### src/design/gccw_pkg.sv
/*
 * Package for the grid converter command word interpreter: register map,
 * command word bit positions, reset values and shared types.
 * Assumes an AXI4-Lite host with 32-bit data and byte addressing.
 */
package gccw_pkg;

   // ----------------------------------------------------------------
   // Register offsets (byte addresses)
   // ----------------------------------------------------------------
   localparam logic [7:0] OFS_COMMAND = 8'h00;
   localparam logic [7:0] OFS_CONFIG  = 8'h04;
   localparam logic [7:0] OFS_STATUS  = 8'h08;
   localparam logic [7:0] OFS_EVENT   = 8'h0c;
   localparam logic [7:0] OFS_MASK    = 8'h10;

   // ----------------------------------------------------------------
   // Command word bit positions
   // ----------------------------------------------------------------
   localparam int BIT_SW_ON_EN   = 0;
   localparam int BIT_BRK_EN     = 1;
   localparam int BIT_QSTOP_N    = 2;
   localparam int BIT_START      = 3;
   localparam int BIT_PRECHARGE  = 4;
   localparam int BIT_EVT_RESET  = 7;
   localparam int BIT_DATA_VALID = 10;

   // Configuration register bit positions
   localparam int CFG_EDGE_START = 0;
   localparam int CFG_APP_PRECH  = 1;
   localparam int CFG_QS_EXCEPT  = 2;
   localparam int CFG_WDOG_FAULT = 3;

   // Event bit positions
   localparam int EV_FAULT_ACK = 0;
   localparam int EV_QSTOP     = 1;
   localparam int EV_TRIP      = 2;
   localparam int EV_RUN       = 3;

   // ----------------------------------------------------------------
   // Reset values
   // ----------------------------------------------------------------
   localparam logic [15:0] CMD_DEFAULT = 16'h0005;
   localparam logic [3:0]  CFG_RESET   = 4'h0;
   localparam logic [3:0]  MASK_RESET  = 4'h0;
   localparam logic [1:0]  RESP_OKAY   = 2'h0;
   localparam logic [1:0]  RESP_SLVERR = 2'h2;

   // ----------------------------------------------------------------
   // Types
   // ----------------------------------------------------------------
   typedef enum logic [2:0] {
      ST_SWITCH_ON_INHIBITED,
      ST_READY_TO_SWITCH_ON,
      ST_PRECHARGING,
      ST_BREAKER_CLOSING,
      ST_RUNNING
   } gccw_state_e;

   // Outputs toward the power stage
   typedef struct packed {
      logic precharge;
      logic main_breaker_close;
      logic modulate;
      logic exception;
      logic fault_ack;
   } gccw_ctrl_s;

   // Feedback from the power stage
   typedef struct packed {
      logic precharge_done;
      logic main_breaker_closed;
      logic fault_active;
   } gccw_fbk_s;

endpackage : gccw_pkg

### src/design/gccw_top.sv
/*
 * Grid converter command word interpreter with AXI4-Lite register access.
 * Assumes a single 40 MHz clock, power stage feedback synchronous to it,
 * and a host that keeps at most one read and one write outstanding.
 */
`timescale 1ns/1ps

module gccw_top (
   // Clock and reset
   input  wire logic               clock,
   input  wire logic               resetn,
   input  wire logic               clk_en,
   // AXI4-Lite write address
   input  wire logic [7:0]         s_axi_awaddr,
   input  wire logic               s_axi_awvalid,
   output logic                    s_axi_awready,
   // AXI4-Lite write data
   input  wire logic [31:0]        s_axi_wdata,
   input  wire logic [3:0]         s_axi_wstrb,
   input  wire logic               s_axi_wvalid,
   output logic                    s_axi_wready,
   // AXI4-Lite write response
   output logic [1:0]              s_axi_bresp,
   output logic                    s_axi_bvalid,
   input  wire logic               s_axi_bready,
   // AXI4-Lite read
   input  wire logic [7:0]         s_axi_araddr,
   input  wire logic               s_axi_arvalid,
   output logic                    s_axi_arready,
   output logic [31:0]             s_axi_rdata,
   output logic [1:0]              s_axi_rresp,
   output logic                    s_axi_rvalid,
   input  wire logic               s_axi_rready,
   // Power stage
   input  wire gccw_pkg::gccw_fbk_s  fbk,
   output gccw_pkg::gccw_ctrl_s      ctrl,
   // Interrupt
   output logic                    irq
);

   // ----------------------------------------------------------------
   // Register file state
   // ----------------------------------------------------------------
   logic [15:0]             cmd_raw_q;    // Word as last written
   logic [15:0]             cmd_held_q;   // Last word seen with data valid
   logic [15:0]             cmd_prev_q;
   logic [3:0]              cfg_q;
   logic [3:0]              evt_q;
   logic [3:0]              mask_q;
   logic [7:0]              awaddr_q;
   logic [31:0]             wdata_q;
   logic                    aw_have_q;
   logic                    w_have_q;
   gccw_pkg::gccw_state_e   state_q;
   logic                    sw_on_seen_low_q;
   logic                    start_armed_q;
   gccw_pkg::gccw_ctrl_s    ctrl_q;

   // Register address check, used by both read and write paths
   function automatic logic mapped(input logic [7:0] a);
      mapped = (a == gccw_pkg::OFS_COMMAND) || (a == gccw_pkg::OFS_CONFIG) ||
               (a == gccw_pkg::OFS_STATUS)  || (a == gccw_pkg::OFS_EVENT)  ||
               (a == gccw_pkg::OFS_MASK);
   endfunction

   // ----------------------------------------------------------------
   // Write channel capture
   // ----------------------------------------------------------------
   logic wr_fire;
   // Readies drop while frozen, so no beat is taken that the state cannot hold
   assign s_axi_awready = clk_en && !aw_have_q && !s_axi_bvalid;
   assign s_axi_wready  = clk_en && !w_have_q && !s_axi_bvalid;
   assign wr_fire       = aw_have_q && w_have_q && !s_axi_bvalid;

   // Address and data may arrive in either order
   always_ff @(posedge clock or negedge resetn) begin
      if (!resetn) begin
         aw_have_q <= 1'b0;
         w_have_q  <= 1'b0;
         awaddr_q  <= 8'h00;
         wdata_q   <= 32'h0000_0000;
      end else if (clk_en) begin
         if (s_axi_awvalid && s_axi_awready) begin
            aw_have_q <= 1'b1;
            awaddr_q  <= s_axi_awaddr;
         end else if (wr_fire) begin
            aw_have_q <= 1'b0;
         end
         if (s_axi_wvalid && s_axi_wready) begin
            w_have_q <= 1'b1;
            wdata_q  <= s_axi_wdata;   // Strobes ignored: whole-word registers
         end else if (wr_fire) begin
            w_have_q <= 1'b0;
         end
      end
   end

   // Write response, error on unmapped address
   always_ff @(posedge clock or negedge resetn) begin
      if (!resetn) begin
         s_axi_bvalid <= 1'b0;
         s_axi_bresp  <= gccw_pkg::RESP_OKAY;
      end else if (clk_en) begin
         if (wr_fire) begin
            s_axi_bvalid <= 1'b1;
            s_axi_bresp  <= mapped(awaddr_q) ? gccw_pkg::RESP_OKAY : gccw_pkg::RESP_SLVERR;
         end else if (s_axi_bready) begin
            s_axi_bvalid <= 1'b0;
         end
      end
   end

   // ----------------------------------------------------------------
   // Command word intake
   // ----------------------------------------------------------------
   logic        wr_cmd;
   logic [15:0] cmd;
   logic [15:0] rise;
   assign wr_cmd = wr_fire && (awaddr_q == gccw_pkg::OFS_COMMAND);

   // Raw word, plus the held copy that only follows while valid
   always_ff @(posedge clock or negedge resetn) begin
      if (!resetn) begin
         cmd_raw_q  <= gccw_pkg::CMD_DEFAULT;
         cmd_held_q <= gccw_pkg::CMD_DEFAULT;
      end else if (clk_en) begin
         if (wr_cmd) begin
            cmd_raw_q <= wdata_q[15:0];
            if (wdata_q[gccw_pkg::BIT_DATA_VALID])
               cmd_held_q <= wdata_q[15:0];
         end
      end
   end

   // Watchdog fault overrides with the default word; bits 5 and 6 are unused
   assign cmd = ((cfg_q[gccw_pkg::CFG_WDOG_FAULT]) ? gccw_pkg::CMD_DEFAULT
                 : cmd_held_q) & 16'hff9f;

   // Previous word for edge detection
   always_ff @(posedge clock or negedge resetn) begin
      if (!resetn)
         cmd_prev_q <= gccw_pkg::CMD_DEFAULT;
      else if (clk_en)
         cmd_prev_q <= cmd;
   end
   assign rise = cmd & ~cmd_prev_q;

   // ----------------------------------------------------------------
   // Decoded controls
   // ----------------------------------------------------------------
   logic sw_on, brk_en, qstop, start, start_rise, evt_rise, permit;
   assign sw_on      = cmd[gccw_pkg::BIT_SW_ON_EN];
   assign brk_en     = cmd[gccw_pkg::BIT_BRK_EN];
   assign qstop      = !cmd[gccw_pkg::BIT_QSTOP_N];
   assign start      = cmd[gccw_pkg::BIT_START];
   assign start_rise = rise[gccw_pkg::BIT_START];
   assign evt_rise   = rise[gccw_pkg::BIT_EVT_RESET];
   // Both enables and no fault needed for any forward step
   assign permit     = sw_on && brk_en && !fbk.fault_active;

   // ----------------------------------------------------------------
   // Sequencing state machine
   // ----------------------------------------------------------------
   // Switch-on enable must be seen low before leaving the inhibited state
   always_ff @(posedge clock or negedge resetn) begin
      if (!resetn)
         sw_on_seen_low_q <= 1'b0;
      else if (clk_en) begin
         if (!sw_on)
            sw_on_seen_low_q <= 1'b1;
         else if (state_q != gccw_pkg::ST_SWITCH_ON_INHIBITED)
            sw_on_seen_low_q <= 1'b0;
      end
   end

   // Edge-start arming: an edge that cannot start is discarded
   always_ff @(posedge clock or negedge resetn) begin
      if (!resetn)
         start_armed_q <= 1'b0;
      else if (clk_en) begin
         if (start_rise && state_q == gccw_pkg::ST_READY_TO_SWITCH_ON && permit && !qstop)
            start_armed_q <= 1'b1;
         else if (!start || state_q == gccw_pkg::ST_SWITCH_ON_INHIBITED)
            start_armed_q <= 1'b0;
      end
   end

   always_ff @(posedge clock or negedge resetn) begin
      if (!resetn)
         state_q <= gccw_pkg::ST_SWITCH_ON_INHIBITED;
      else if (clk_en) begin
         if (!sw_on || !brk_en || fbk.fault_active) begin
            state_q <= gccw_pkg::ST_SWITCH_ON_INHIBITED;
         end else begin
            case (state_q)
               gccw_pkg::ST_SWITCH_ON_INHIBITED:
                  if (sw_on_seen_low_q && !qstop)
                     state_q <= gccw_pkg::ST_READY_TO_SWITCH_ON;
               gccw_pkg::ST_READY_TO_SWITCH_ON:
                  if (start_rise && !qstop)
                     state_q <= gccw_pkg::ST_PRECHARGING;
               gccw_pkg::ST_PRECHARGING:
                  if (!start || qstop)
                     state_q <= gccw_pkg::ST_READY_TO_SWITCH_ON;
                  else if (fbk.precharge_done)
                     state_q <= gccw_pkg::ST_BREAKER_CLOSING;
               gccw_pkg::ST_BREAKER_CLOSING:
                  if (!start || qstop)
                     state_q <= gccw_pkg::ST_READY_TO_SWITCH_ON;
                  else if (fbk.main_breaker_closed &&
                           (!cfg_q[gccw_pkg::CFG_EDGE_START] || start_armed_q))
                     state_q <= gccw_pkg::ST_RUNNING;
               gccw_pkg::ST_RUNNING:
                  if (!start || qstop)
                     state_q <= gccw_pkg::ST_READY_TO_SWITCH_ON;
               default:
                  state_q <= gccw_pkg::ST_SWITCH_ON_INHIBITED;
            endcase
         end
      end
   end

   // ----------------------------------------------------------------
   // Power stage outputs, registered
   // ----------------------------------------------------------------
   logic in_seq;
   assign in_seq = (state_q == gccw_pkg::ST_PRECHARGING) ||
                   (state_q == gccw_pkg::ST_BREAKER_CLOSING) ||
                   (state_q == gccw_pkg::ST_RUNNING);

   always_ff @(posedge clock or negedge resetn) begin
      if (!resetn)
         ctrl_q <= '0;
      else if (clk_en) begin
         // Application may take precharge over through bit 4
         ctrl_q.precharge <= permit && (cfg_q[gccw_pkg::CFG_APP_PRECH]
                             ? cmd[gccw_pkg::BIT_PRECHARGE]
                             : state_q == gccw_pkg::ST_PRECHARGING);
         ctrl_q.main_breaker_close <= permit &&
                  (state_q == gccw_pkg::ST_BREAKER_CLOSING ||
                   state_q == gccw_pkg::ST_RUNNING);
         ctrl_q.modulate  <= permit && start && !qstop &&
                             state_q == gccw_pkg::ST_RUNNING;
         // Exception holds as a level until quick stop is withdrawn
         ctrl_q.exception <= cfg_q[gccw_pkg::CFG_QS_EXCEPT] && qstop &&
                             (in_seq || ctrl_q.exception);
         ctrl_q.fault_ack <= evt_rise;
      end
   end
   assign ctrl = ctrl_q;

   // ----------------------------------------------------------------
   // Configuration, events and mask
   // ----------------------------------------------------------------
   logic [3:0] evt_set;
   assign evt_set = {ctrl_q.modulate, !sw_on && in_seq,
                     qstop && in_seq, evt_rise};

   always_ff @(posedge clock or negedge resetn) begin
      if (!resetn) begin
         cfg_q  <= gccw_pkg::CFG_RESET;
         mask_q <= gccw_pkg::MASK_RESET;
      end else if (clk_en && wr_fire) begin
         if (awaddr_q == gccw_pkg::OFS_CONFIG) cfg_q  <= wdata_q[3:0];
         if (awaddr_q == gccw_pkg::OFS_MASK)   mask_q <= wdata_q[3:0];
      end
   end

   // Write one to clear; a fresh event in the same cycle wins
   always_ff @(posedge clock or negedge resetn) begin
      if (!resetn)
         evt_q <= 4'h0;
      else if (clk_en) begin
         if (wr_fire && awaddr_q == gccw_pkg::OFS_EVENT)
            evt_q <= (evt_q & ~wdata_q[3:0]) | evt_set;
         else
            evt_q <= evt_q | evt_set;
      end
   end
   assign irq = |(evt_q & mask_q);

   // ----------------------------------------------------------------
   // Read channel
   // ----------------------------------------------------------------
   assign s_axi_arready = clk_en && !s_axi_rvalid;

   always_ff @(posedge clock or negedge resetn) begin
      if (!resetn) begin
         s_axi_rvalid <= 1'b0;
         s_axi_rdata  <= 32'h0000_0000;
         s_axi_rresp  <= gccw_pkg::RESP_OKAY;
      end else if (clk_en) begin
         if (s_axi_arvalid && s_axi_arready) begin
            s_axi_rvalid <= 1'b1;
            s_axi_rresp  <= mapped(s_axi_araddr) ? gccw_pkg::RESP_OKAY
                                                 : gccw_pkg::RESP_SLVERR;
            case (s_axi_araddr)
               gccw_pkg::OFS_COMMAND: s_axi_rdata <= {16'h0000, cmd_raw_q};
               gccw_pkg::OFS_CONFIG:  s_axi_rdata <= {28'h0000000, cfg_q};
               gccw_pkg::OFS_STATUS:  s_axi_rdata <= {cmd, 8'h00,
                                        ctrl_q[4:1], 1'b0, state_q};
               gccw_pkg::OFS_EVENT:   s_axi_rdata <= {28'h0000000, evt_q};
               gccw_pkg::OFS_MASK:    s_axi_rdata <= {28'h0000000, mask_q};
               default:               s_axi_rdata <= 32'h0000_0000;
            endcase
         end else if (s_axi_rready) begin
            s_axi_rvalid <= 1'b0;
         end
      end
   end

   // ----------------------------------------------------------------
   // Checks
   // ----------------------------------------------------------------
   a_enable_drop_inhibits: assert property (@(posedge clock) disable iff (!resetn)
      (clk_en && !sw_on) |=> state_q == gccw_pkg::ST_SWITCH_ON_INHIBITED)
      else $error("switch-on enable low did not inhibit");
   a_breaker_drop_opens: assert property (@(posedge clock) disable iff (!resetn)
      (clk_en && !brk_en) |=> !ctrl_q.main_breaker_close && !ctrl_q.modulate)
      else $error("breaker enable low left breaker closed");
   a_leave_needs_low: assert property (@(posedge clock) disable iff (!resetn)
      (state_q == gccw_pkg::ST_SWITCH_ON_INHIBITED && !sw_on_seen_low_q)
      |=> state_q == gccw_pkg::ST_SWITCH_ON_INHIBITED)
      else $error("left inhibited without enable seen low");
   a_quick_stop_mod: assert property (@(posedge clock) disable iff (!resetn)
      (clk_en && qstop) |=> !ctrl_q.modulate)
      else $error("modulation during quick stop");
   a_precharge_edge: assert property (@(posedge clock) disable iff (!resetn)
      (state_q == gccw_pkg::ST_READY_TO_SWITCH_ON ##1 state_q == gccw_pkg::ST_PRECHARGING)
      |-> $past(start_rise))
      else $error("precharge began without start edge");
   a_start_low_stops: assert property (@(posedge clock) disable iff (!resetn)
      (clk_en && !start && in_seq) |=> !in_seq)
      else $error("start low did not stop sequence");
   a_fault_ack_pulse: assert property (@(posedge clock) disable iff (!resetn)
      $rose(ctrl_q.fault_ack) |-> $past(evt_rise) ##1
         (!ctrl_q.fault_ack || !$past(clk_en)))
      else $error("event reset acted on a level");
   a_hold_invalid: assert property (@(posedge clock) disable iff (!resetn)
      (clk_en && wr_cmd && !wdata_q[gccw_pkg::BIT_DATA_VALID]) |=> $stable(cmd_held_q))
      else $error("invalid word was taken");

endmodule // gccw_top

### config.mk
export PLATFORM = sky130hd
export DESIGN_NAME = gccw_top
export DESIGN_NICKNAME = d
export VERILOG_FILES = /design/src/design/gccw_pkg.sv /design/src/design/gccw_top.sv
export SDC_FILE = /design/constraint.sdc
export NUM_CORES = 1
export LEC_CHECK = 0
export BUFFER_PORTS_ARGS = -buffer_cell sky130_fd_sc_hd__buf_4
export CAP_MARGIN = 20
export CORE_ASPECT_RATIO = 1.1
export CORE_UTILIZATION = 40
export CTS_BUF_LIST = sky130_fd_sc_hd__clkbuf_16
export CTS_CLUSTER_DIAMETER = 30
export DETAILED_ROUTE_END_ITERATION = 6
export GPL_ROUTABILITY_DRIVEN = 0
export GPL_TIMING_DRIVEN = 0
export PLACE_DENSITY = 0.69
export SYNTH_ARGS = -nofsm -noshare
export SYNTH_HDL_FRONTEND = slang
export SYNTH_SLANG_ARGS = --single-unit
export TNS_END_PERCENT = 30
### constraint.sdc
create_clock -name clock -period 1.7 [get_ports clock]
set_input_delay 0.34 -clock clock [delete_from_list [all_inputs] [get_ports clock]]
set_output_delay 0.34 -clock clock [all_outputs]
set_load 0.02 [all_outputs]
# ---- Word-level counts from Yosys, hierarchy flattened
# Index checks and enable logic that the tools add are counted.
dict set report word_totals {
  reg_bits 124
  out_inout_bits 47
  elab_cells 156
}
dict set report op_classes {
  eq_ne 18
  n_mux 26
  bitwise 7
  reduce_logical 82
}
# op count
set op_table {}
lappend op_table {{case mux 32 bit (5 select lines)} 1}
lappend op_table {{== test 8 x 4 -> 1 bit (second input constant)} 4}
lappend op_table {{logical AND 1 bit} 30}
lappend op_table {{AND reduction 2 bit} 13}
lappend op_table {{2-to-1 mux 3 bit} 8}
lappend op_table {{logical OR 1 bit} 17}
lappend op_table {{== test 8 x 3 -> 1 bit (second input constant)} 2}
lappend op_table {{== test 8 x 5 -> 1 bit (second input constant)} 2}
lappend op_table {{zero test 8 bit} 2}
lappend op_table {{2-to-1 mux 16 bit} 1}
lappend op_table {{case mux 3 bit (5 select lines)} 1}
lappend op_table {{2-to-1 mux 1 bit} 12}
lappend op_table {{zero test 1 bit} 10}
lappend op_table {{nonzero test 2 bit} 5}
lappend op_table {{AND 4 bit} 2}
lappend op_table {{AND 8 bit} 1}
lappend op_table {{inequality test 4 bit (second input constant)} 2}
lappend op_table {{NOT 8 bit} 1}
lappend op_table {{bitwise OR 4 bit} 2}
lappend op_table {{== test 3 x 2 -> 1 bit (second input constant)} 2}
lappend op_table {{inequality test 3 x 1 -> 1 bit (second input constant)} 2}
lappend op_table {{AND reduction 6 bit} 1}
lappend op_table {{2-to-1 mux 2 bit} 2}
lappend op_table {{2-to-1 mux 4 bit} 1}
lappend op_table {{9 further kinds} 9}

# ---- Longest topological paths before layout
dict set report depth {
  word_depth 7
  ltp_mapped 8
}

# ---- Worst setup path after synthesis
# Ideal clock, no wire load.
dict set report synth_path {
  path_type {register -> register}
  start {register s_axi_bvalid}
  end {register wdata_q[10]}
  setup_time_ns 0.125
  t_arrival_ns 1.992
  setup_slack_ns -0.417
  path_stages_with_launch 7
  path_buffers 2
  cell_sequence {dfrtp_1 nand2b_1 nor2_1 and2_1 clkbuf_1 buf_2 mux2_2}
}
dict set report synth_via {
  elab_chain_cells 4
}
# element line_no
set synth_lines {}
lappend synth_lines {{from (decl)} gccw_top.sv:24} ;# output logic s_axi_bvalid,
lappend synth_lines {{from (signal assigned)} gccw_top.sv:101} ;# s_axi_bvalid <= 1'b0;
lappend synth_lines {{from (signal assigned)} gccw_top.sv:105} ;# s_axi_bvalid <= 1'b1;
lappend synth_lines {{from (signal assigned)} gccw_top.sv:108} ;# s_axi_bvalid <= 1'b0;
lappend synth_lines {{zero test 1 bit} gccw_top.sv:72} ;# assign s_axi_wready = clk_en && !w_have_q && !s_axi_bvalid;
lappend synth_lines {{logical AND 1 bit} gccw_top.sv:72}
lappend synth_lines {{via s_axi_wready} gccw_top.sv:21} ;# output logic s_axi_wready,
lappend synth_lines {{logical AND 1 bit} gccw_top.sv:89} ;# if (s_axi_wvalid && s_axi_wready) begin
lappend synth_lines {{AND reduction 2 bit (no source line)} n/a}
lappend synth_lines {{to (signal assigned)} gccw_top.sv:91} ;# wdata_q <= s_axi_wdata;
lappend synth_lines {{to (decl)} gccw_top.sv:51} ;# logic [31:0] wdata_q;
# The timed path passes the listed nets, and every way through them passes these cells.
# A chain may end at the register's enable or synchronous reset.

# ---- Final worst setup path
dict set report layout_path {
  start {input port s_axi_araddr[6]}
  end {register s_axi_rdata[11]}
}
dict set report layout_via {
  elab_chain_cells 2
}
# element line_no
set layout_lines {}
lappend layout_lines {{from (decl)} gccw_top.sv:27} ;# input wire logic [7:0] s_axi_araddr,
lappend layout_lines {{== test 8 x 5 -> 1 bit (tied with other cells)} gccw_top.sv:297} ;# case (s_axi_araddr)
lappend layout_lines {{case mux 32 bit (5 select lines) (*)} gccw_top.sv:297}
lappend layout_lines {{to (signal assigned)} gccw_top.sv:298} ;# gccw_pkg::OFS_COMMAND: s_axi_rdata <= {16'h0000, cmd_raw_q};
lappend layout_lines {{to (signal assigned)} gccw_top.sv:299} ;# gccw_pkg::OFS_CONFIG: s_axi_rdata <= {28'h0000000, cfg_q};
lappend layout_lines {{to (signal assigned)} gccw_top.sv:300} ;# gccw_pkg::OFS_STATUS: s_axi_rdata <= {cmd, 8'h00,
lappend layout_lines {{to (decl)} gccw_top.sv:30} ;# output logic [31:0] s_axi_rdata,
# Mark *: on every way between the ends. The rest lies on a longest branch, timed or not.

==> impl_metrics.env <==
export IMPL_status="finished, violations left"
export IMPL_violations="negative hold slack, negative setup slack"
export IMPL_p_comb_share_pct=16.7
export IMPL_synth_flop_cell="dfrtp_1"
export IMPL_dieArea_um2=12770
export IMPL_grt_pass1_wl_um=18940
export IMPL_drc=0
export IMPL_drt_wirelength_per_cell_um=17.57
export IMPL_cp_slowest_stage_delay_ns=0.53
export IMPL_fin_crit_ns=1.825
export IMPL_clockRootBuffer="clkbuf_16"
export IMPL_tightest_slew_ns=0.6776
export IMPL_p_per_area_nw_per_um2=1242
export IMPL_final_period_utilization_pct=107.3
export IMPL_postSynthAreaPerCell_um2=12.05
export IMPL_cp_required_ns=2.04
export IMPL_detail_route_antenna_nets=0
export IMPL_critPathBufInv=1
export IMPL_drt_iter0_markers=140
export IMPL_switching_power_w=0.002211
export IMPL_slew_headroom_pct=54.82
export IMPL_cp_slowest_cell="or4_4"
export IMPL_cts_max_path_buffers=2
export IMPL_overflow=0
export IMPL_path_class="primary input to flop"
export IMPL_fin_cells=692
export IMPL_post_place_ws_ns=-0.4973
export IMPL_die_h_um=118.4
export IMPL_place_inst=650
export IMPL_cpMostUsedCell="or3_4"
export IMPL_syn_instance_count=409
export IMPL_drive_gt1_share_pct=44.61
export IMPL_arrival_ns=2.17
export IMPL_die_width_um=107.9
export IMPL_tns_ns=-2.212
export IMPL_path_clk_slew_ns=0.05
export IMPL_hold_slack_ns=-0.01206
export IMPL_max_vdd_ir_drop_mv=0.6080
export IMPL_async_flop_share_pct=100.0
export IMPL_rsz0062_at_grt="yes"
export IMPL_end_kind="flop"
export IMPL_power_share_switching_pct=26.46
export IMPL_portBuffers=83
export IMPL_cap_violations=0
export IMPL_num_rows=42
export IMPL_utilization_pct=55.93
export IMPL_p_total_w=0.008356
export IMPL_diodes=0
export IMPL_clock_sinks=114
export IMPL_ys_ff_latch=114
export IMPL_hp_class="primary input to async pin"
export IMPL_pwr_share_clk_pct=38.4
export IMPL_power_internal_w=0.006145
export IMPL_ys_seq_area_share_pct=57.97
export IMPL_first_pass_iters=5
export IMPL_synth_edf_count=0
export IMPL_ys_warn_count=0
export IMPL_synthesis_area_um2=4930
export IMPL_start_kind="primary input"
export IMPL_seqPwrFrac_pct=44.8
export IMPL_cts_tree="yes"
export IMPL_vias_per_cell=5.146
export IMPL_p_leak_nw=3.327
export IMPL_ys_types=51
export IMPL_initial_core_util_pct=40.96
export IMPL_htree_levels=4
export IMPL_clk_latency_ns=0.40
export IMPL_grt_usage_pct=19.83
export IMPL_path_cells="buf_6 -> or4_4 -> or3_4 -> or3_4 -> nor2_8 -> a22o_2"
export IMPL_fin_skew_ns=0.007304
export IMPL_grt_max_degree=64
export IMPL_cp_top_family="simple AND/OR/NAND/NOR gates"
export IMPL_cp_max_fo=8
export IMPL_final_max_slew_viol_count=0
export IMPL_finalSetupViolCount=29
export IMPL_antenna_found_initial=0
export IMPL_cts_made_buffers=17
export IMPL_num_vias=3561
export IMPL_core_area_um2=12030
export IMPL_areaGrowthSynthToFinish_pct=36.52
export IMPL_fmax_mhz=548.0
export IMPL_nNetsFinal=591
export IMPL_dp_hpwl_um=8123
export IMPL_num_io_pins=110
export IMPL_fin_ws_ns=-0.1248
export IMPL_hold_violations=35
export IMPL_finalWirelength_um=12160
export IMPL_first_global_vias=3634
==> state kept, by name (all words and copies together), names as in the netlist <==
name	count
wdata_q	16
ctrl	5
s_axi_rdata	30
cmd_held_q	14
mask_q	4
awaddr_q	8
s_axi_bresp	1
sw_on_seen_low_q	1
cmd_raw_q	16
s_axi_rvalid	1
cfg_q	4
evt_q	4
aw_have_q	1
w_have_q	1
start_armed_q	1
s_axi_bvalid	1
s_axi_rresp	1
state_q	3
cmd_prev_q	2
==> metrics by stage <==
step	hold slack, ns	cell area, µm²
3_3_place_gp	0.4511	5797
5_1_grt	0.02864	6730
2_1_floorplan	0.04441	4981
4_1_cts	0.00002398	6599
3_5_place_dp	0.4325	5824
6_report	-0.01206	6730
==> final timing paths <==
path / start / to / slack (ns) / depth (start not counted)
setup / recovery: s_axi_araddr[6] / s_axi_rdata[11] / -0.12 / 6
hold / removal: resetn / s_axi_rdata[26] / -0.01 / 1
setup reg to reg: s_axi_rvalid / s_axi_rdata[11] / -0.06 / 5
hold reg to reg: cmd_raw_q[11] / cmd_raw_q[11] / 0.47 / 2
max in group asynchronous: resetn / cmd_held_q[0] / 0.94 / 2
min in group clock: s_axi_wdata[9] / wdata_q[9] / 0.17 / 2
==> worst register-to-register path, delay by kind of cell, from the launching register on <==
family,cells,cell delay [ns]
AOI/OAI and AO/OA,1,0.18
DFF,1,0.38
and+or+nand+nor,4,1.14
==> cells in the mapped netlist, types with 2 or more instances <==
library cell | count | area (µm²)
a21oi_1 | 5 | 25.02
a31oi_1 | 6 | 37.54
clkbuf_8 | 5 | 68.82
mux2_2 | 46 | 518.0
buf_2 | 2 | 10.01
mux2i_1 | 6 | 60.06
a22o_2 | 19 | 190.2
nor2_1 | 11 | 41.29
and3b_1 | 2 | 17.52
nor3_1 | 6 | 30.03
a22o_1 | 6 | 52.55
dfrtp_1 | 110 | 2753
buf_4 | 5 | 37.54
inv_1 | 8 | 30.03
a211oi_1 | 2 | 15.01
and2_1 | 3 | 18.77
or3_4 | 2 | 22.52
nand3b_1 | 2 | 15.01
buf_6 | 2 | 22.52
nand2b_1 | 6 | 37.54
o22ai_1 | 3 | 18.77
o21ai_0 | 17 | 85.08
a22oi_1 | 2 | 15.01
mux4_2 | 3 | 67.56
nor2b_1 | 9 | 56.30
a21o_1 | 2 | 15.01
dfstp_2 | 4 | 105.1
clkbuf_1 | 9 | 33.78
nand2_1 | 84 | 315.3
==> layout make-up <==
class	count	area (µm²)
buffer	23	239.0
clock buffer	17	425.4
clock inverter	12	102.6
fill	992	5304
inverter	8	30.03
multi-input combinational	264	2056
sequential	114	2861
tap	154	192.7
timing repair buffer	100	823.3
==> per-layer routing <==
layer / track usage, % / vias up / routed length [µm]
li1: - / 1662 / -
met1: 25.27 / 1791 / 5166
met2: 31.73 / 95 / 6210
met3: 5.295 / 13 / 625
met4: 8.305 / 0 / 156
met5: 0 / - / 0
==> power by group through the flow <==
stage	combinational, W	sequential [W]	clock [W]
after floorplan	0.000828	0.00364	0
after global placement	0.00118	0.00372	0
after detailed placement	0.00123	0.00375	0
after CTS	0.00133	0.00373	0.00324
after global routing	0.00152	0.00381	0.00342
final	0.00140	0.00374	0.00321
==> cells by family (layout without fill, tap and decap cells) <==
| family | Yosys count | count (layout) | share of synthesized area (%) |
|---|---|---|---|
| flops | 114 | 114 | 57.97 |
| buf+inv | 34 | 160 | 4.645 |
| simple gates | 136 | 136 | 13.76 |
| mux | 55 | 55 | 13.10 |
| other cells | 1 | 4 | 0.07607 |
| compound gates | 69 | 69 | 10.46 |
==> what timing repair did <==
| item | 4_1_cts | 5_1_grt |
|---|---|---|
| setup endpoints to repair | 67 | 64 |
| gates resized for setup | 35 | 25 |
| buffers inserted | 13 | 1 |
| cloned | 1 | 1 |
| hold buffers | 0 | 0 |
| pin swaps | 11 | 7 |
==> placed cells by master, fill, tap and decap left out, types with 3 or more instances in the layout <==
| cell type | netlist | routed |
|---|---|---|
| nand2_1 | 84 | 83 |
| conb_1 | 1 | 4 |
| buf_6 | 2 | 4 |
| a22o_2 | 19 | 9 |
| dfstp_2 | 4 | 4 |
| clkbuf_16 | 0 | 19 |
| dfrtp_1 | 110 | 107 |
| inv_1 | 8 | 10 |
| clkinv_1 | 0 | 6 |
| clkbuf_2 | 0 | 3 |
| clkbuf_8 | 5 | 5 |
| mux2_2 | 46 | 37 |
| o22ai_1 | 3 | 3 |
| mux2_4 | 0 | 9 |
| a22o_4 | 0 | 10 |
| dfrtp_2 | 0 | 3 |
| mux4_2 | 3 | 3 |
| nor3_1 | 6 | 3 |
| a31oi_1 | 6 | 6 |
| nand2b_1 | 6 | 5 |
| o21ai_0 | 17 | 17 |
| mux2i_1 | 6 | 6 |
| nor2b_1 | 9 | 9 |
| buf_4 | 5 | 100 |
| nor2_1 | 11 | 9 |
| a22o_1 | 6 | 6 |
| a21oi_1 | 5 | 5 |
Note: power is estimated with default switching activity, not from simulation.
